$ cat config.mk
export PLATFORM = sky130hd
export DESIGN_NAME = gvc_top
export DESIGN_NICKNAME = d
export VERILOG_FILES = /design/src/gvc_pkg.sv /design/src/gvc_pin_drive.sv /design/src/gvc_in_route.sv /design/src/gvc_top.sv
export SDC_FILE = /design/constraint.sdc
export NUM_CORES = 1
export LEC_CHECK = 0
export BUFFER_PORTS_ARGS = -buffer_cell sky130_fd_sc_hd__buf_2
export CORE_MARGIN = 2
export CORE_UTILIZATION = 35
export DETAILED_ROUTE_END_ITERATION = 8
export SLEW_MARGIN = 0
export SYNTH_ARGS = -nofsm -noshare
export SYNTH_HDL_FRONTEND = slang
export SYNTH_SLANG_ARGS = --single-unit
$ cat constraint.sdc
create_clock -name pclk -period 3.7 [get_ports pclk]
set_input_delay 0.74 -clock pclk [delete_from_list [all_inputs] [get_ports pclk]]
set_output_delay 0.74 -clock pclk [all_outputs]
set_load 0.01 [all_outputs]
$ cat src/gvc_pkg.sv
package gvc_pkg;
    // register indices; byte address is four times the index
    localparam logic [7:0] IDX_OUT_VALUES = 8'h29;
    localparam logic [7:0] IDX_MONITOR = 8'h2A;
    localparam logic [7:0] IDX_SEL_A = 8'h2B;
    localparam logic [7:0] IDX_SEL_B = 8'h2C;
    // bidir pin config register, offset of our own
    localparam logic [7:0] IDX_BIDIR_CFG = 8'h21;
    // output pin config registers for pins one..four, offsets of our own
    localparam logic [7:0] IDX_OUT_CFG0 = 8'h22;
    localparam int NUM_OUT = 4;
    localparam int BIT_BIDIR_VAL = 7;
    localparam int BIT_MON = 7;
    localparam logic [7:0] VAL_MASK = 8'hF8;
    localparam logic [7:0] SEL_MASK = 8'h77;
    localparam logic [7:0] CFG_MASK = 8'hF7;
    localparam int SEL_HI_POS = 4;
    localparam logic [7:0] RESET_VAL = 8'h00;
    localparam logic [3:0] OUT_FN_GPO = 4'h1;
    // bidir pin function field: 0 off, 1 input, 2 output
    localparam logic [3:0] BIDIR_FN_GPI = 4'h1;
    localparam logic [3:0] BIDIR_FN_GPO = 4'h2;

    typedef enum logic [2:0] {
        FN_OFF, FN_GPI, FN_MCLK, FN_CHAIN_IN, FN_PDM_A, FN_PDM_B, FN_PDM_C, FN_PDM_D
    } gvc_in_fn_t;

    typedef enum logic [2:0] {
        DRV_HIZ, DRV_PUSH_PULL, DRV_LOW_WEAK_HIGH, DRV_LOW_HIZ, DRV_WEAK_LOW_HIGH, DRV_HIZ_HIGH,
        DRV_RSV6, DRV_RSV7
    } gvc_drv_t;
endpackage

$ cat src/gvc_pin_drive.sv
`timescale 1ns/1ps
module gvc_pin_drive
    import gvc_pkg::*;
(
    input wire logic enable,
    input wire logic value,
    input wire logic [2:0] mode,
    output logic pin_o,
    output logic pin_oe,
    output logic pin_weak
);
    // purely combinational; the top registers the results
    always_comb begin
        pin_o = value;
        pin_oe = 1'b0;
        pin_weak = 1'b0;
        if (enable) begin
            unique case (gvc_drv_t'(mode))
                DRV_PUSH_PULL: begin
                    pin_oe = 1'b1;
                end
                DRV_LOW_WEAK_HIGH: begin
                    pin_oe = 1'b1;
                    pin_weak = value;
                end
                DRV_LOW_HIZ: begin
                    pin_oe = ~value;
                end
                DRV_WEAK_LOW_HIGH: begin
                    pin_oe = 1'b1;
                    pin_weak = ~value;
                end
                DRV_HIZ_HIGH: begin
                    pin_oe = value;
                end
                default: begin
                    pin_oe = 1'b0;
                end
            endcase
        end
    end
endmodule

$ cat src/gvc_in_route.sv
`timescale 1ns/1ps
module gvc_in_route
    import gvc_pkg::*;
#(
    parameter int NUM_IN = 4
)(
    input wire logic [NUM_IN-1:0] pin_i,
    input wire logic [3*NUM_IN-1:0] sel,
    output logic [NUM_IN-1:0] gpi_level,
    output logic mclk_in,
    output logic chain_in,
    output logic [3:0] pdm_in
);
    // lowest pin wins if software selects one function on two pins
    always_comb begin
        gpi_level = '0;
        mclk_in = 1'b0;
        chain_in = 1'b0;
        pdm_in = '0;
        for (int i = NUM_IN - 1; i >= 0; i--) begin
            unique case (gvc_in_fn_t'(sel[3*i +: 3]))
                FN_OFF: begin
                end
                FN_GPI: gpi_level[i] = pin_i[i];
                FN_MCLK: mclk_in = pin_i[i];
                FN_CHAIN_IN: chain_in = pin_i[i];
                FN_PDM_A: pdm_in[0] = pin_i[i];
                FN_PDM_B: pdm_in[1] = pin_i[i];
                FN_PDM_C: pdm_in[2] = pin_i[i];
                FN_PDM_D: pdm_in[3] = pin_i[i];
            endcase
        end
    end
endmodule

$ cat src/gvc_top.sv
`timescale 1ns/1ps
module gvc_top
    import gvc_pkg::*;
(
    input wire logic pclk,
    input wire logic presetn,
    input wire logic psel,
    input wire logic penable,
    input wire logic pwrite,
    input wire logic [11:0] paddr,
    input wire logic [31:0] pwdata,
    output logic [31:0] prdata,
    output logic pready,
    output logic pslverr,
    input wire logic bidir_general_pin_i,
    output logic bidir_general_pin_o,
    output logic bidir_general_pin_oe,
    output logic bidir_general_pin_weak,
    output logic [3:0] output_pin_o,
    output logic [3:0] output_pin_oe,
    output logic [3:0] output_pin_weak,
    input wire logic [3:0] input_pin_i,
    output logic [3:0] gpi_level,
    output logic master_clock_in,
    output logic daisy_chain_serial_in,
    output logic [3:0] pdm_data_in
);
    ////////////////////////////////////////////////////////////////////////////////
    typedef struct packed {
        logic [7:0] out_values;
        logic [7:0] monitor;
        logic [7:0] sel_a;
        logic [7:0] sel_b;
        logic [7:0] bidir_cfg;
        logic [3:0][7:0] out_cfg;
        logic [31:0] rdata;
        logic ready;
        logic err;
        logic bd_o;
        logic bd_oe;
        logic bd_weak;
        logic [3:0] op_o;
        logic [3:0] op_oe;
        logic [3:0] op_weak;
        logic [3:0] gpi;
        logic mclk;
        logic chain;
        logic [3:0] pdm;
    } gvc_state_t;

    gvc_state_t st;
    gvc_state_t next_st;

    logic [7:0] idx;
    logic access;
    logic hit;
    logic [3:0] rt_gpi;
    logic rt_mclk;
    logic rt_chain;
    logic [3:0] rt_pdm;
    logic [4:0] drv_o;
    logic [4:0] drv_oe;
    logic [4:0] drv_weak;
    logic [4:0] drv_en;
    logic [4:0] drv_val;
    logic [4:0][2:0] drv_mode;

    function automatic logic is_out_cfg(input logic [7:0] a);
        return (a >= IDX_OUT_CFG0) && (a < IDX_OUT_CFG0 + 8'(NUM_OUT));
    endfunction

    assign idx = paddr[9:2];
    // one wait-free access phase; unaligned addresses are unmapped
    assign access = psel && penable;
    assign hit = (paddr[1:0] == 2'b00) && (paddr[11:10] == 2'b00) &&
        (idx == IDX_OUT_VALUES || idx == IDX_MONITOR || idx == IDX_SEL_A ||
        idx == IDX_SEL_B || idx == IDX_BIDIR_CFG || is_out_cfg(idx));

    ////////////////////////////////////////////////////////////////////////////////
    gvc_in_route #(
        .NUM_IN(4)
    ) u_route (
        .pin_i(input_pin_i),
        .sel({st.sel_b[2:0], st.sel_b[6:4], st.sel_a[2:0], st.sel_a[6:4]}),
        .gpi_level(rt_gpi),
        .mclk_in(rt_mclk),
        .chain_in(rt_chain),
        .pdm_in(rt_pdm)
    );

    // index 4 is the two-way pin, always push-pull when it is an output
    assign drv_en[4] = st.bidir_cfg[7:4] == BIDIR_FN_GPO;
    assign drv_val[4] = st.out_values[BIT_BIDIR_VAL];
    assign drv_mode[4] = DRV_PUSH_PULL;

    for (genvar g = 0; g < NUM_OUT; g++) begin : g_drv
        assign drv_en[g] = st.out_cfg[g][7:4] == OUT_FN_GPO;
        assign drv_val[g] = st.out_values[6 - g];
        assign drv_mode[g] = st.out_cfg[g][2:0];
    end

    for (genvar g = 0; g < 5; g++) begin : g_pin
        gvc_pin_drive u_drv (
            .enable(drv_en[g]),
            .value(drv_val[g]),
            .mode(drv_mode[g]),
            .pin_o(drv_o[g]),
            .pin_oe(drv_oe[g]),
            .pin_weak(drv_weak[g])
        );
    end

    ////////////////////////////////////////////////////////////////////////////////
    always_comb begin
        next_st = st;
        next_st.ready = 1'b0;
        next_st.err = 1'b0;
        if (psel && !penable) begin
            next_st.ready = 1'b1;
            next_st.err = !hit;
            next_st.rdata = '0;
            if (!pwrite && hit) begin
                if (idx == IDX_OUT_VALUES) next_st.rdata[7:0] = st.out_values;
                if (idx == IDX_MONITOR) next_st.rdata[7:0] = st.monitor;
                if (idx == IDX_SEL_A) next_st.rdata[7:0] = st.sel_a;
                if (idx == IDX_SEL_B) next_st.rdata[7:0] = st.sel_b;
                if (idx == IDX_BIDIR_CFG) next_st.rdata[7:0] = st.bidir_cfg;
                if (is_out_cfg(idx)) begin
                    next_st.rdata[7:0] = st.out_cfg[2'(idx - IDX_OUT_CFG0)];
                end
            end
        end
        if (access && pwrite && hit) begin
            // value bits are stored regardless of pin function
            if (idx == IDX_OUT_VALUES) next_st.out_values = pwdata[7:0] & VAL_MASK;
            if (idx == IDX_SEL_A) next_st.sel_a = pwdata[7:0] & SEL_MASK;
            if (idx == IDX_SEL_B) next_st.sel_b = pwdata[7:0] & SEL_MASK;
            if (idx == IDX_BIDIR_CFG) next_st.bidir_cfg = pwdata[7:0] & 8'hF0;
            if (is_out_cfg(idx)) begin
                next_st.out_cfg[2'(idx - IDX_OUT_CFG0)] = pwdata[7:0] & CFG_MASK;
            end
        end
        // monitor follows pin only in input mode, else holds last level
        if (st.bidir_cfg[7:4] == BIDIR_FN_GPI) begin
            next_st.monitor = {bidir_general_pin_i, 7'h00};
        end
        next_st.bd_o = drv_o[4];
        next_st.bd_oe = drv_oe[4];
        next_st.bd_weak = drv_weak[4];
        next_st.op_o = drv_o[3:0];
        next_st.op_oe = drv_oe[3:0];
        next_st.op_weak = drv_weak[3:0];
        next_st.gpi = rt_gpi;
        next_st.mclk = rt_mclk;
        next_st.chain = rt_chain;
        next_st.pdm = rt_pdm;
    end

    always_ff @(posedge pclk or negedge presetn) begin
        if (!presetn) begin
            st <= '0;
        end else begin
            st <= next_st;
        end
    end

    assign prdata = st.rdata;
    assign pready = st.ready;
    assign pslverr = st.err;
    assign bidir_general_pin_o = st.bd_o;
    assign bidir_general_pin_oe = st.bd_oe;
    assign bidir_general_pin_weak = st.bd_weak;
    assign output_pin_o = st.op_o;
    assign output_pin_oe = st.op_oe;
    assign output_pin_weak = st.op_weak;
    assign gpi_level = st.gpi;
    assign master_clock_in = st.mclk;
    assign daisy_chain_serial_in = st.chain;
    assign pdm_data_in = st.pdm;
endmodule

==> impl_metrics.json, run 1 <==
{
  "post-synth-top-count-cell": "dfrtp_1",
  "cts_tree": "yes",
  "ys_top_cells_by_area": "dfrtp_1 45%, mux2_2 14%, buf_4 8.5%",
  "synth_cell_types": 57,
  "finalCritPeriodShare_pct": 73.6,
  "p_leak_nw": 2.52,
  "syn_area_mm2": 0.00466,
  "clk_path_buf_depth": 2,
  "via_per_inst": 5.08,
  "slew_headroom_pct": 29.5,
  "finalHoldViolCount": 0,
  "clk_pin_slew_ns": 0.07,
  "numCtsBuffers": 9,
  "clock-root-buffer": "clkbuf_16",
  "timing.critical_path.from": "paddr[9]",
  "grt.overflow.total": 0,
  "clock-sinks": 84,
  "intPower_w": 0.00150,
  "synthFlopType": "dfrtp_1",
  "insertion_delay_ns": 0.34,
  "via_count": 3132,
  "fill_cells": 1263,
  "ys_seq_elements": 84,
  "synthCells": 409,
  "setup-violations-final": 0,
  "async_reset_ff_share_pct": 100,
  "pwr-share-comb_pct": 5.8,
  "syn_avg_cell_area_um2": 11.4,
  "wl_per_cell_um": 16.7,
  "status": "completed",
  "syn2layout_area_growth_pct": 9.97,
  "seq_area_frac_synth_pct": 45.1,
  "h-tree-depth": 3,
  "end_kind": "flip-flop",
  "crit_type": "input pin to flip-flop",
  "setup_tns_ns": 0,
  "r2r-start": "st[103]$_DFFE_PN0P_",
  "reg2reg_depth": 4,
  "grtUsageTotal_pct": 15.0,
  "maxCapViolCount": 0,
  "drive_above_1_share_pct": 37.3,
  "skew_ns": 0.00614,
  "synth-edff-count": 0,
  "ys_top_cells_by_count": "84 x dfrtp_1, 57 x mux2_2, 53 x buf_4",
  "rrSetupSlack_ns": 2.02,
  "power_density_mw_per_mm2": 384,
  "die_h_um": 119,
  "p_sw_share_pct": 23.8,
  "cts_setup_buffers": 0,
  "post-route-drc-count": 0,
  "ys_warn_count": 0,
  "reg2reg_to": "pdm_data_in[2]$_DFF_PN0_",
  "core_area_mm2": 0.0131,
  "dr.pass1.iters": 4,
  "fin_crit_ns": 2.72,
  "gp_congestion": 0.890,
  "grt_pass1_vias": 3050,
  "die_area_mm2": 0.0142,
  "antenna_found_initial": 0,
  "crit_arrival_ns": 2.95,
  "grt_max_degree": 85,
  "share_seq_of_total_power_pct": 46.9,
  "drt-initial-drc-count": 226,
  "cts_hold_buf": 0,
  "ir_drop_uv": 227,
  "power_frac_clock_pct": 47.3,
  "num_rows": 42,
  "drv_slew": 0,
  "rsz0062_at_grt": "no",
  "crit_end": "drv_mode[11]$_DFFE_PN0P_",
  "pin_count": 113,
  "fmax_mhz": 367,
  "die_w_um": 119,
  "multi_input_area_mm2": 0.00215,
  "start_util_pct": 35.4,
  "power_w": 0.00197,
  "hpwl_um": 7380,
  "ant_nets": 0,
  "crit_fanout": 7,
  "critPathLaunchType": "input pin",
  "fin_nets": 489,
  "yosys.area.top_type": "dfrtp_1",
  "yosys.area.top_type_share_pct": 45.1,
  "numPortBuffers": 63,
  "worstHoldPathType": "flip-flop to flip-flop",
  "tightest_slew_ns": 1.06,
  "grt_first_pass_wirelength_um": 16400,
  "postRouteWirelength_um": 10300,
  "cts_resized": 0,
  "cp.required_ns": 3.93,
  "area.sequential_mm2": 0.00210,
  "n_antenna_cell": 0,
  "p_switching_w": 0.000467
}
cell families (layout without fill, tap and decap cells):
family	after synthesis	in the layout	share of synthesized area, %
mux	72	72	19.4
xor+xnor	1	1	0.188
simple gates	128	128	17.6
compound gates	46	46	6.88
buf+inv	77	84	10.7
other cells	1	25	0.0805
flops	84	84	45.1
final cells by class:
cell class              count  area share [%]
multi-input cells         272            41.9
flip-flops and latches     84            41.1
clock buffers              10            4.67
repair buffers             64            6.35
well taps                 176            4.30
inverters                   4           0.293
clock inverters             6            1.42
state kept, by name, summed over array words and instances (netlist names):
name,count
prdata,8
output_pin_o,4
drv_val,5
pdm_data_in,4
pready,1
gpi_level,4
output_pin_weak,4
drv_mode,12
st,33
bidir_general_pin_o,1
daisy_chain_serial_in,1
bidir_general_pin_oe,1
master_clock_in,1
pslverr,1
output_pin_oe,4
power groups by stage:
stage | sequential, W | clock, W | combinational, W
finish | 0.000921 | 0.000929 | 0.000115
floorplan | 0.000939 | 0 | 0.0000764
global placement | 0.000938 | 0 | 0.000114
global route | 0.000921 | 0.000997 | 0.000129
detailed placement | 0.000939 | 0 | 0.000116
CTS | 0.000921 | 0.000955 | 0.000116
how the worst min path moves through the flow:
stage          slack, ns                             to              startpoint  cells past startpoint
2_1_floorplan       0.37  bidir_general_pin_o$_DFF_PN0_  drv_val[4]$_DFFE_PN0P_                      0
3_3_place_gp        0.44  bidir_general_pin_o$_DFF_PN0_  drv_val[4]$_DFFE_PN0P_                      0
3_5_place_dp        0.45  bidir_general_pin_o$_DFF_PN0_  drv_val[4]$_DFFE_PN0P_                      0
4_1_cts             0.46  bidir_general_pin_o$_DFF_PN0_  drv_val[4]$_DFFE_PN0P_                      0
5_1_grt             0.45  bidir_general_pin_o$_DFF_PN0_  drv_val[4]$_DFFE_PN0P_                      0
6_report            0.45  bidir_general_pin_o$_DFF_PN0_  drv_val[4]$_DFFE_PN0P_                      0
layout by cell type, fill, tap and decap left out, types with 2 or more instances in the layout:
master,instances
a21o_1,3
a21oi_1,10
a22o_1,3
a22oi_1,3
a31oi_1,3
and3_1,4
and4b_1,3
buf_2,62
buf_4,2
clkbuf_16,9
clkinvlp_4,3
conb_1,25
dfrtp_1,84
inv_1,4
mux2_2,57
mux2_4,5
mux2i_1,3
mux4_2,7
nand2_1,21
nand2b_1,6
nand3_1,9
nand3b_1,7
nand4_2,2
nor2_1,15
nor2b_1,9
nor3_1,16
nor3b_1,11
nor4b_1,3
nor4bb_1,2
o21ai_0,11
o31ai_1,4
or4_1,2
or4b_2,5
per-layer routing:
| layer | global-route usage, % | routed length, um |
|---|---|---|
| met3 | 4.07 | 566 |
| met4 | 5.44 | 189 |
| met1 | 21.3 | 4840 |
| met5 | 0 | 0 |
| met2 | 21.9 | 4690 |
worst max-delay path: stages:
cell and delay [ns]:
buf_2 0.09, or4b_1 0.69, a2111oi_4 0.64, nand4b_2 0.40, mux2_2 0.38
metrics by stage:
stage / util (%) / worst slack [ns] / cells / hold slack [ns] / instance area [um2]
2_1_floorplan: - / 0.940 / 433 / 0.374 / 4750
3_3_place_gp: 36.6 / 0.666 / 600 / 0.440 / 4810
3_5_place_dp: 36.6 / 0.626 / 600 / 0.448 / 4810
4_1_cts: 39.0 / 0.988 / 616 / 0.463 / 5120
5_1_grt: 39.0 / 0.869 / 616 / 0.450 / 5120
6_report: 39.0 / 0.977 / 616 / 0.448 / 5120
No activity file was read; power rests on OpenSTA's default activity.
==> run 2: changes to the inputs <==
==> constraint.sdc (replaced) <==
create_clock -name pclk -period 2.75 [get_ports pclk]
set_input_delay 0.55 -clock pclk [delete_from_list [all_inputs] [get_ports pclk]]
set_output_delay 0.55 -clock pclk [all_outputs]
set_load 0.01 [all_outputs]
==> impl_metrics.json, run 2 (synthesis results as in run 1) <==
{
  "drive_above_1_share_pct": 38.5,
  "start_util_pct": 35.4,
  "clock-sinks": 84,
  "dpl_cell_area_mm2": 0.00490,
  "placed_cells": 610,
  "numCtsBuffers": 9,
  "die_area_mm2": 0.0142,
  "finalHoldViolCount": 0,
  "pin_count": 113,
  "final_cells": 625,
  "grtUsageTotal_pct": 15.3,
  "final_common_cell": "dfrtp_1",
  "ant_nets": 0,
  "crit_fanout": 6,
  "power_density_mw_per_mm2": 513,
  "via_count": 3184,
  "n_antenna_cell": 0,
  "post-route-drc-count": 0,
  "worstHoldPathType": "input pin to async pin",
  "fin_crit_ns": 2.42,
  "fill_cells": 1294,
  "grt_first_pass_wirelength_um": 16800,
  "cp_cell_sequence": "buf_2, or4b_1, or4_4, nor3b_4, mux2_2",
  "cts_hold_buf": 0,
  "skew_ns": 0.00651,
  "crit_path_max_incr_delay_ns": 0.60,
  "numPortBuffers": 63,
  "largest_register": "st",
  "largest_reg_flops": 33,
  "crit_arrival_ns": 2.64,
  "insertion_delay_ns": 0.34,
  "holdWs_ns": 0.178,
  "via_per_inst": 5.09,
  "finalCritPeriodShare_pct": 87.8,
  "clock-root-buffer": "clkbuf_16",
  "tightest_slew_ns": 0.509,
  "setup_tns_ns": 0,
  "final_cell_mix": "84 x dfrtp_1, 62 x buf_2, 57 x mux2_2",
  "die_h_um": 119,
  "drv_slew": 0,
  "cts_setup_buffers": 0,
  "fin_nets": 499,
  "dr.pass1.iters": 4,
  "num_rows": 42,
  "cts_tree": "yes",
  "ir_drop_uv": 303,
  "critPathSlowestCell": "or4b_1",
  "fmax_mhz": 414,
  "setup-violations-final": 0,
  "reg2reg_to": "pdm_data_in[2]$_DFF_PN0_",
  "power_w": 0.00267,
  "critPathLaunchType": "input pin",
  "gp_congestion": 0.828,
  "reg2reg_depth": 4,
  "wl_per_cell_um": 16.6,
  "rsz0062_at_grt": "no",
  "drt-initial-drc-count": 149,
  "cts_resized": 0,
  "h-tree-depth": 3,
  "slew_headroom_pct": 66.0,
  "crit_type": "input pin to flip-flop",
  "clk_path_buf_depth": 2,
  "postRouteWirelength_um": 10400,
  "clk_pin_slew_ns": 0.06,
  "p_leak_nw": 2.58,
  "cp.required_ns": 2.97,
  "maxCapViolCount": 0,
  "hpwl_um": 7560,
  "grt_max_degree": 47,
  "fin_area_mm2": 0.00521,
  "antenna_found_initial": 0,
  "syn2layout_area_growth_pct": 11.9,
  "status": "completed",
  "r2r-start": "st[103]$_DFFE_PN0P_",
  "end_kind": "flip-flop",
  "timing.critical_path.from": "paddr[9]",
  "rrSetupSlack_ns": 1.08,
  "core_area_mm2": 0.0131,
  "grt.overflow.total": 0,
  "grt_pass1_vias": 3178,
  "die_w_um": 119,
  "crit_end": "st[108]$_DFFE_PN0P_"
}
-- run 2: cell types whose count changed in the layout (fill, tap and decap cells not counted), sizes merged --
cell,change
buf,+10
clkinvlp,-3
clkinv,+2
bufinv,+1
clkbuf,-1
-- run 2: stage by stage --
| stage | setup WS (ns) | util (%) |
|---|---|---|
| 2_1_floorplan | 0.180 | - |
| 3_3_place_gp | 0.0199 | 37.3 |
| 3_5_place_dp | 0.00193 | 37.3 |
| 4_1_cts | 0.347 | 39.6 |
| 5_1_grt | 0.270 | 39.6 |
| 6_report | 0.335 | 39.6 |
-- run 2: final cells by class --
class | instances | area [um2] | area share (%)
multi-input combinational | 272 | 2150 | 41.2
sequential | 84 | 2100 | 40.4
timing repair buffer | 74 | 413 | 7.93
clock buffer | 9 | 225 | 4.32
tap | 176 | 220 | 4.23
clock inverter | 6 | 87.6 | 1.68
inverter | 4 | 15.0 | 0.288
-- run 2: critical path, delay by kind of cell --
kind | cells | cell delay (ns)
multiplexers | 1 | 0.38
AND/OR/NAND/NOR | 3 | 1.61
buffers and inverters | 1 | 0.09
-- run 2: power breakdown --
| group | internal [W] | switching, W |
|---|---|---|
| clock network | 0.000791 | 0.000478 |
| registers | 0.00124 | 0.00000146 |
| logic | 0.0000502 | 0.000115 |
-- run 2: how the worst min path moves through the flow --
stage | from | to | slack (ns) | cells after the start
final | presetn | output_pin_o[1]$_DFF_PN0_ | 0.18 | 1
after global routing | presetn | output_pin_o[1]$_DFF_PN0_ | 0.22 | 1
after CTS | presetn | output_pin_o[1]$_DFF_PN0_ | 0.20 | 1
after detailed placement | drv_val[4]$_DFFE_PN0P_ | bidir_general_pin_o$_DFF_PN0_ | 0.44 | 0
after global placement | drv_val[4]$_DFFE_PN0P_ | bidir_general_pin_o$_DFF_PN0_ | 0.44 | 0
after floorplan | presetn | bidir_general_pin_o$_DFF_PN0_ | 0.25 | 0
-- run 2: routing by layer --
layer	GRT usage, %	vias up	part of all wire, %
met1	20.0	1595	45
li1	-	1474	-
met4	5.29	0	1.7
met2	24.2	100	46
met5	0	-	0
met3	4.55	15	6.7
==> run 3: changes to the inputs <==
--- a/config.mk
+++ b/config.mk
@@ -7,8 +7,10 @@
 export LEC_CHECK = 0
 export BUFFER_PORTS_ARGS = -buffer_cell sky130_fd_sc_hd__buf_2
 export CORE_MARGIN = 2
-export CORE_UTILIZATION = 35
+export CORE_UTILIZATION = 39
+export CTS_CLUSTER_SIZE = 30
 export DETAILED_ROUTE_END_ITERATION = 8
+export SKIP_LAST_GASP = 1
 export SLEW_MARGIN = 0
 export SYNTH_ARGS = -nofsm -noshare
 export SYNTH_HDL_FRONTEND = slang
==> impl_metrics.json, run 3 (synthesis results as in run 1) <==
{
  "status": "finished, violations left",
  "violations": "DRC",
  "final_cell_mix": "84 x dfrtp_1, 62 x buf_2, 57 x mux2_2",
  "drive_above_1_share_pct": 38.7,
  "end_kind": "flip-flop",
  "rrSetupSlack_ns": 1.09,
  "grt_first_pass_wirelength_um": 16600,
  "gp_congestion": 0.803,
  "postRouteWirelength_um": 10200,
  "grt_max_degree": 51,
  "cp.required_ns": 2.97,
  "numPortBuffers": 63,
  "via_count": 3154,
  "cts_hold_buf": 0,
  "clock-root-buffer": "clkbuf_16",
  "final_common_cell": "dfrtp_1",
  "worstHoldPathType": "input pin to async pin",
  "finalCritPeriodShare_pct": 88.4,
  "reg2reg_to": "pdm_data_in[2]$_DFF_PN0_",
  "via_per_inst": 5.32,
  "final_cells": 593,
  "start_util_pct": 40.4,
  "drt-initial-drc-count": 236,
  "post-route-drc-count": 9,
  "grt_pass1_vias": 3004,
  "hpwl_um": 7490,
  "crit_type": "input pin to flip-flop",
  "cts_resized": 0,
  "wl_per_cell_um": 17.2,
  "ant_nets": 0,
  "die_w_um": 113,
  "rsz0062_at_grt": "no",
  "share_seq_of_total_power_pct": 46.7,
  "fin_ws_ns": 0.319,
  "fin_crit_ns": 2.43,
  "die_h_um": 113,
  "grt.overflow.total": 0,
  "power_frac_clock_pct": 47.2,
  "h-tree-depth": 3,
  "cts_tree": "yes",
  "pwr-share-comb_pct": 6.2,
  "r2r-start": "st[103]$_DFFE_PN0P_",
  "largest_register": "st",
  "drv_slew": 0,
  "antenna_found_initial": 0,
  "syn2layout_area_growth_pct": 11.0,
  "insertion_delay_ns": 0.34,
  "clk_pin_slew_ns": 0.06,
  "critPathLaunchType": "input pin",
  "clk_path_buf_depth": 2,
  "setup-violations-final": 0,
  "fin_nets": 499,
  "p_leak_nw": 2.57,
  "power_w": 0.00266,
  "pin_count": 113,
  "skew_ns": 0.00724,
  "grtUsageTotal_pct": 16.8,
  "crit_arrival_ns": 2.65,
  "intPower_w": 0.00204,
  "crit_fanout": 6,
  "fin_util_pct": 44.9,
  "numCtsBuffers": 9,
  "fmax_mhz": 411,
  "maxCapViolCount": 0,
  "core_area_mm2": 0.0115,
  "pre_cts_ws_ns": -0.00936,
  "num_rows": 39,
  "ir_drop_uv": 269,
  "power_density_mw_per_mm2": 514,
  "setup_tns_ns": 0,
  "clock-sinks": 84,
  "cts_setup_buffers": 0,
  "die_area_mm2": 0.0128,
  "largest_reg_flops": 33,
  "p_switching_w": 0.000614,
  "placed_cells": 577,
  "reg2reg_depth": 4,
  "dr.pass1.iters": 6,
  "n_antenna_cell": 0,
  "p_sw_share_pct": 23.1,
  "finalHoldViolCount": 0
}
run 3: cell count changes in the layout (fill, tap and decap cells not counted):
cell,change
clkinv_2,-1
clkinvlp_4,+2
bufinv_16,-1
clkbuf_8,+2
clkinv_4,-1
run 3: worst max-delay path by stage:
| stage | from | end | slack [ns] | depth (start not counted) |
|---|---|---|---|---|
| after detailed placement | paddr[9] | st[108]$_DFFE_PN0P_ | -0.009 | 5 |
| after global routing | paddr[9] | st[107]$_DFFE_PN0P_ | 0.25 | 5 |
| after CTS | paddr[9] | st[107]$_DFFE_PN0P_ | 0.32 | 5 |
| final | paddr[9] | st[107]$_DFFE_PN0P_ | 0.32 | 5 |
| after floorplan | paddr[9] | st[107]$_DFFE_PN0P_ | 0.18 | 5 |
| after global placement | paddr[9] | st[109]$_DFFE_PN0P_ | 0.02 | 5 |
run 3: critical path: stages:
cell	delay, ns
buf_2	0.09
or4b_1	0.62
or4_4	0.60
nor3b_4	0.39
mux2_2	0.39
run 3: power by group through the flow:
stage,sequential [W],combinational (W),clock [W]
after detailed placement,0.00126,0.000166,0
after floorplan,0.00126,0.000103,0
final,0.00124,0.000164,0.00125
after CTS,0.00124,0.000166,0.00128
after global placement,0.00126,0.000163,0
after global routing,0.00124,0.000184,0.00134
run 3: metrics by stage:
step                      hold WS, ns  instance area (um2)
after global placement          0.445                 4850
after global routing            0.184                 5170
final                           0.158                 5170
after floorplan                 0.254                 4750
after detailed placement        0.448                 4850
after CTS                       0.171                 5170
run 3: layout make-up:
| class | instances | area, um2 |
|---|---|---|
| fill | 1072 | 6350 |
| clock inverter | 5 | 58.8 |
| tap | 143 | 179 |
| inverter | 4 | 15.0 |
| timing repair buffer | 74 | 413 |
| clock buffer | 11 | 253 |
| sequential | 84 | 2100 |
| multi-input combinational | 272 | 2150 |
run 3: metal layers:
metal | vias to the layer above | track usage (%) | wire length [um]
met3 | 13 | 4.66 | 643
met4 | 0 | 5.61 | 194
met1 | 1568 | 24.2 | 4890
li1 | 1479 | - | -
met2 | 94 | 24.5 | 4500
met5 | - | 0 | 0
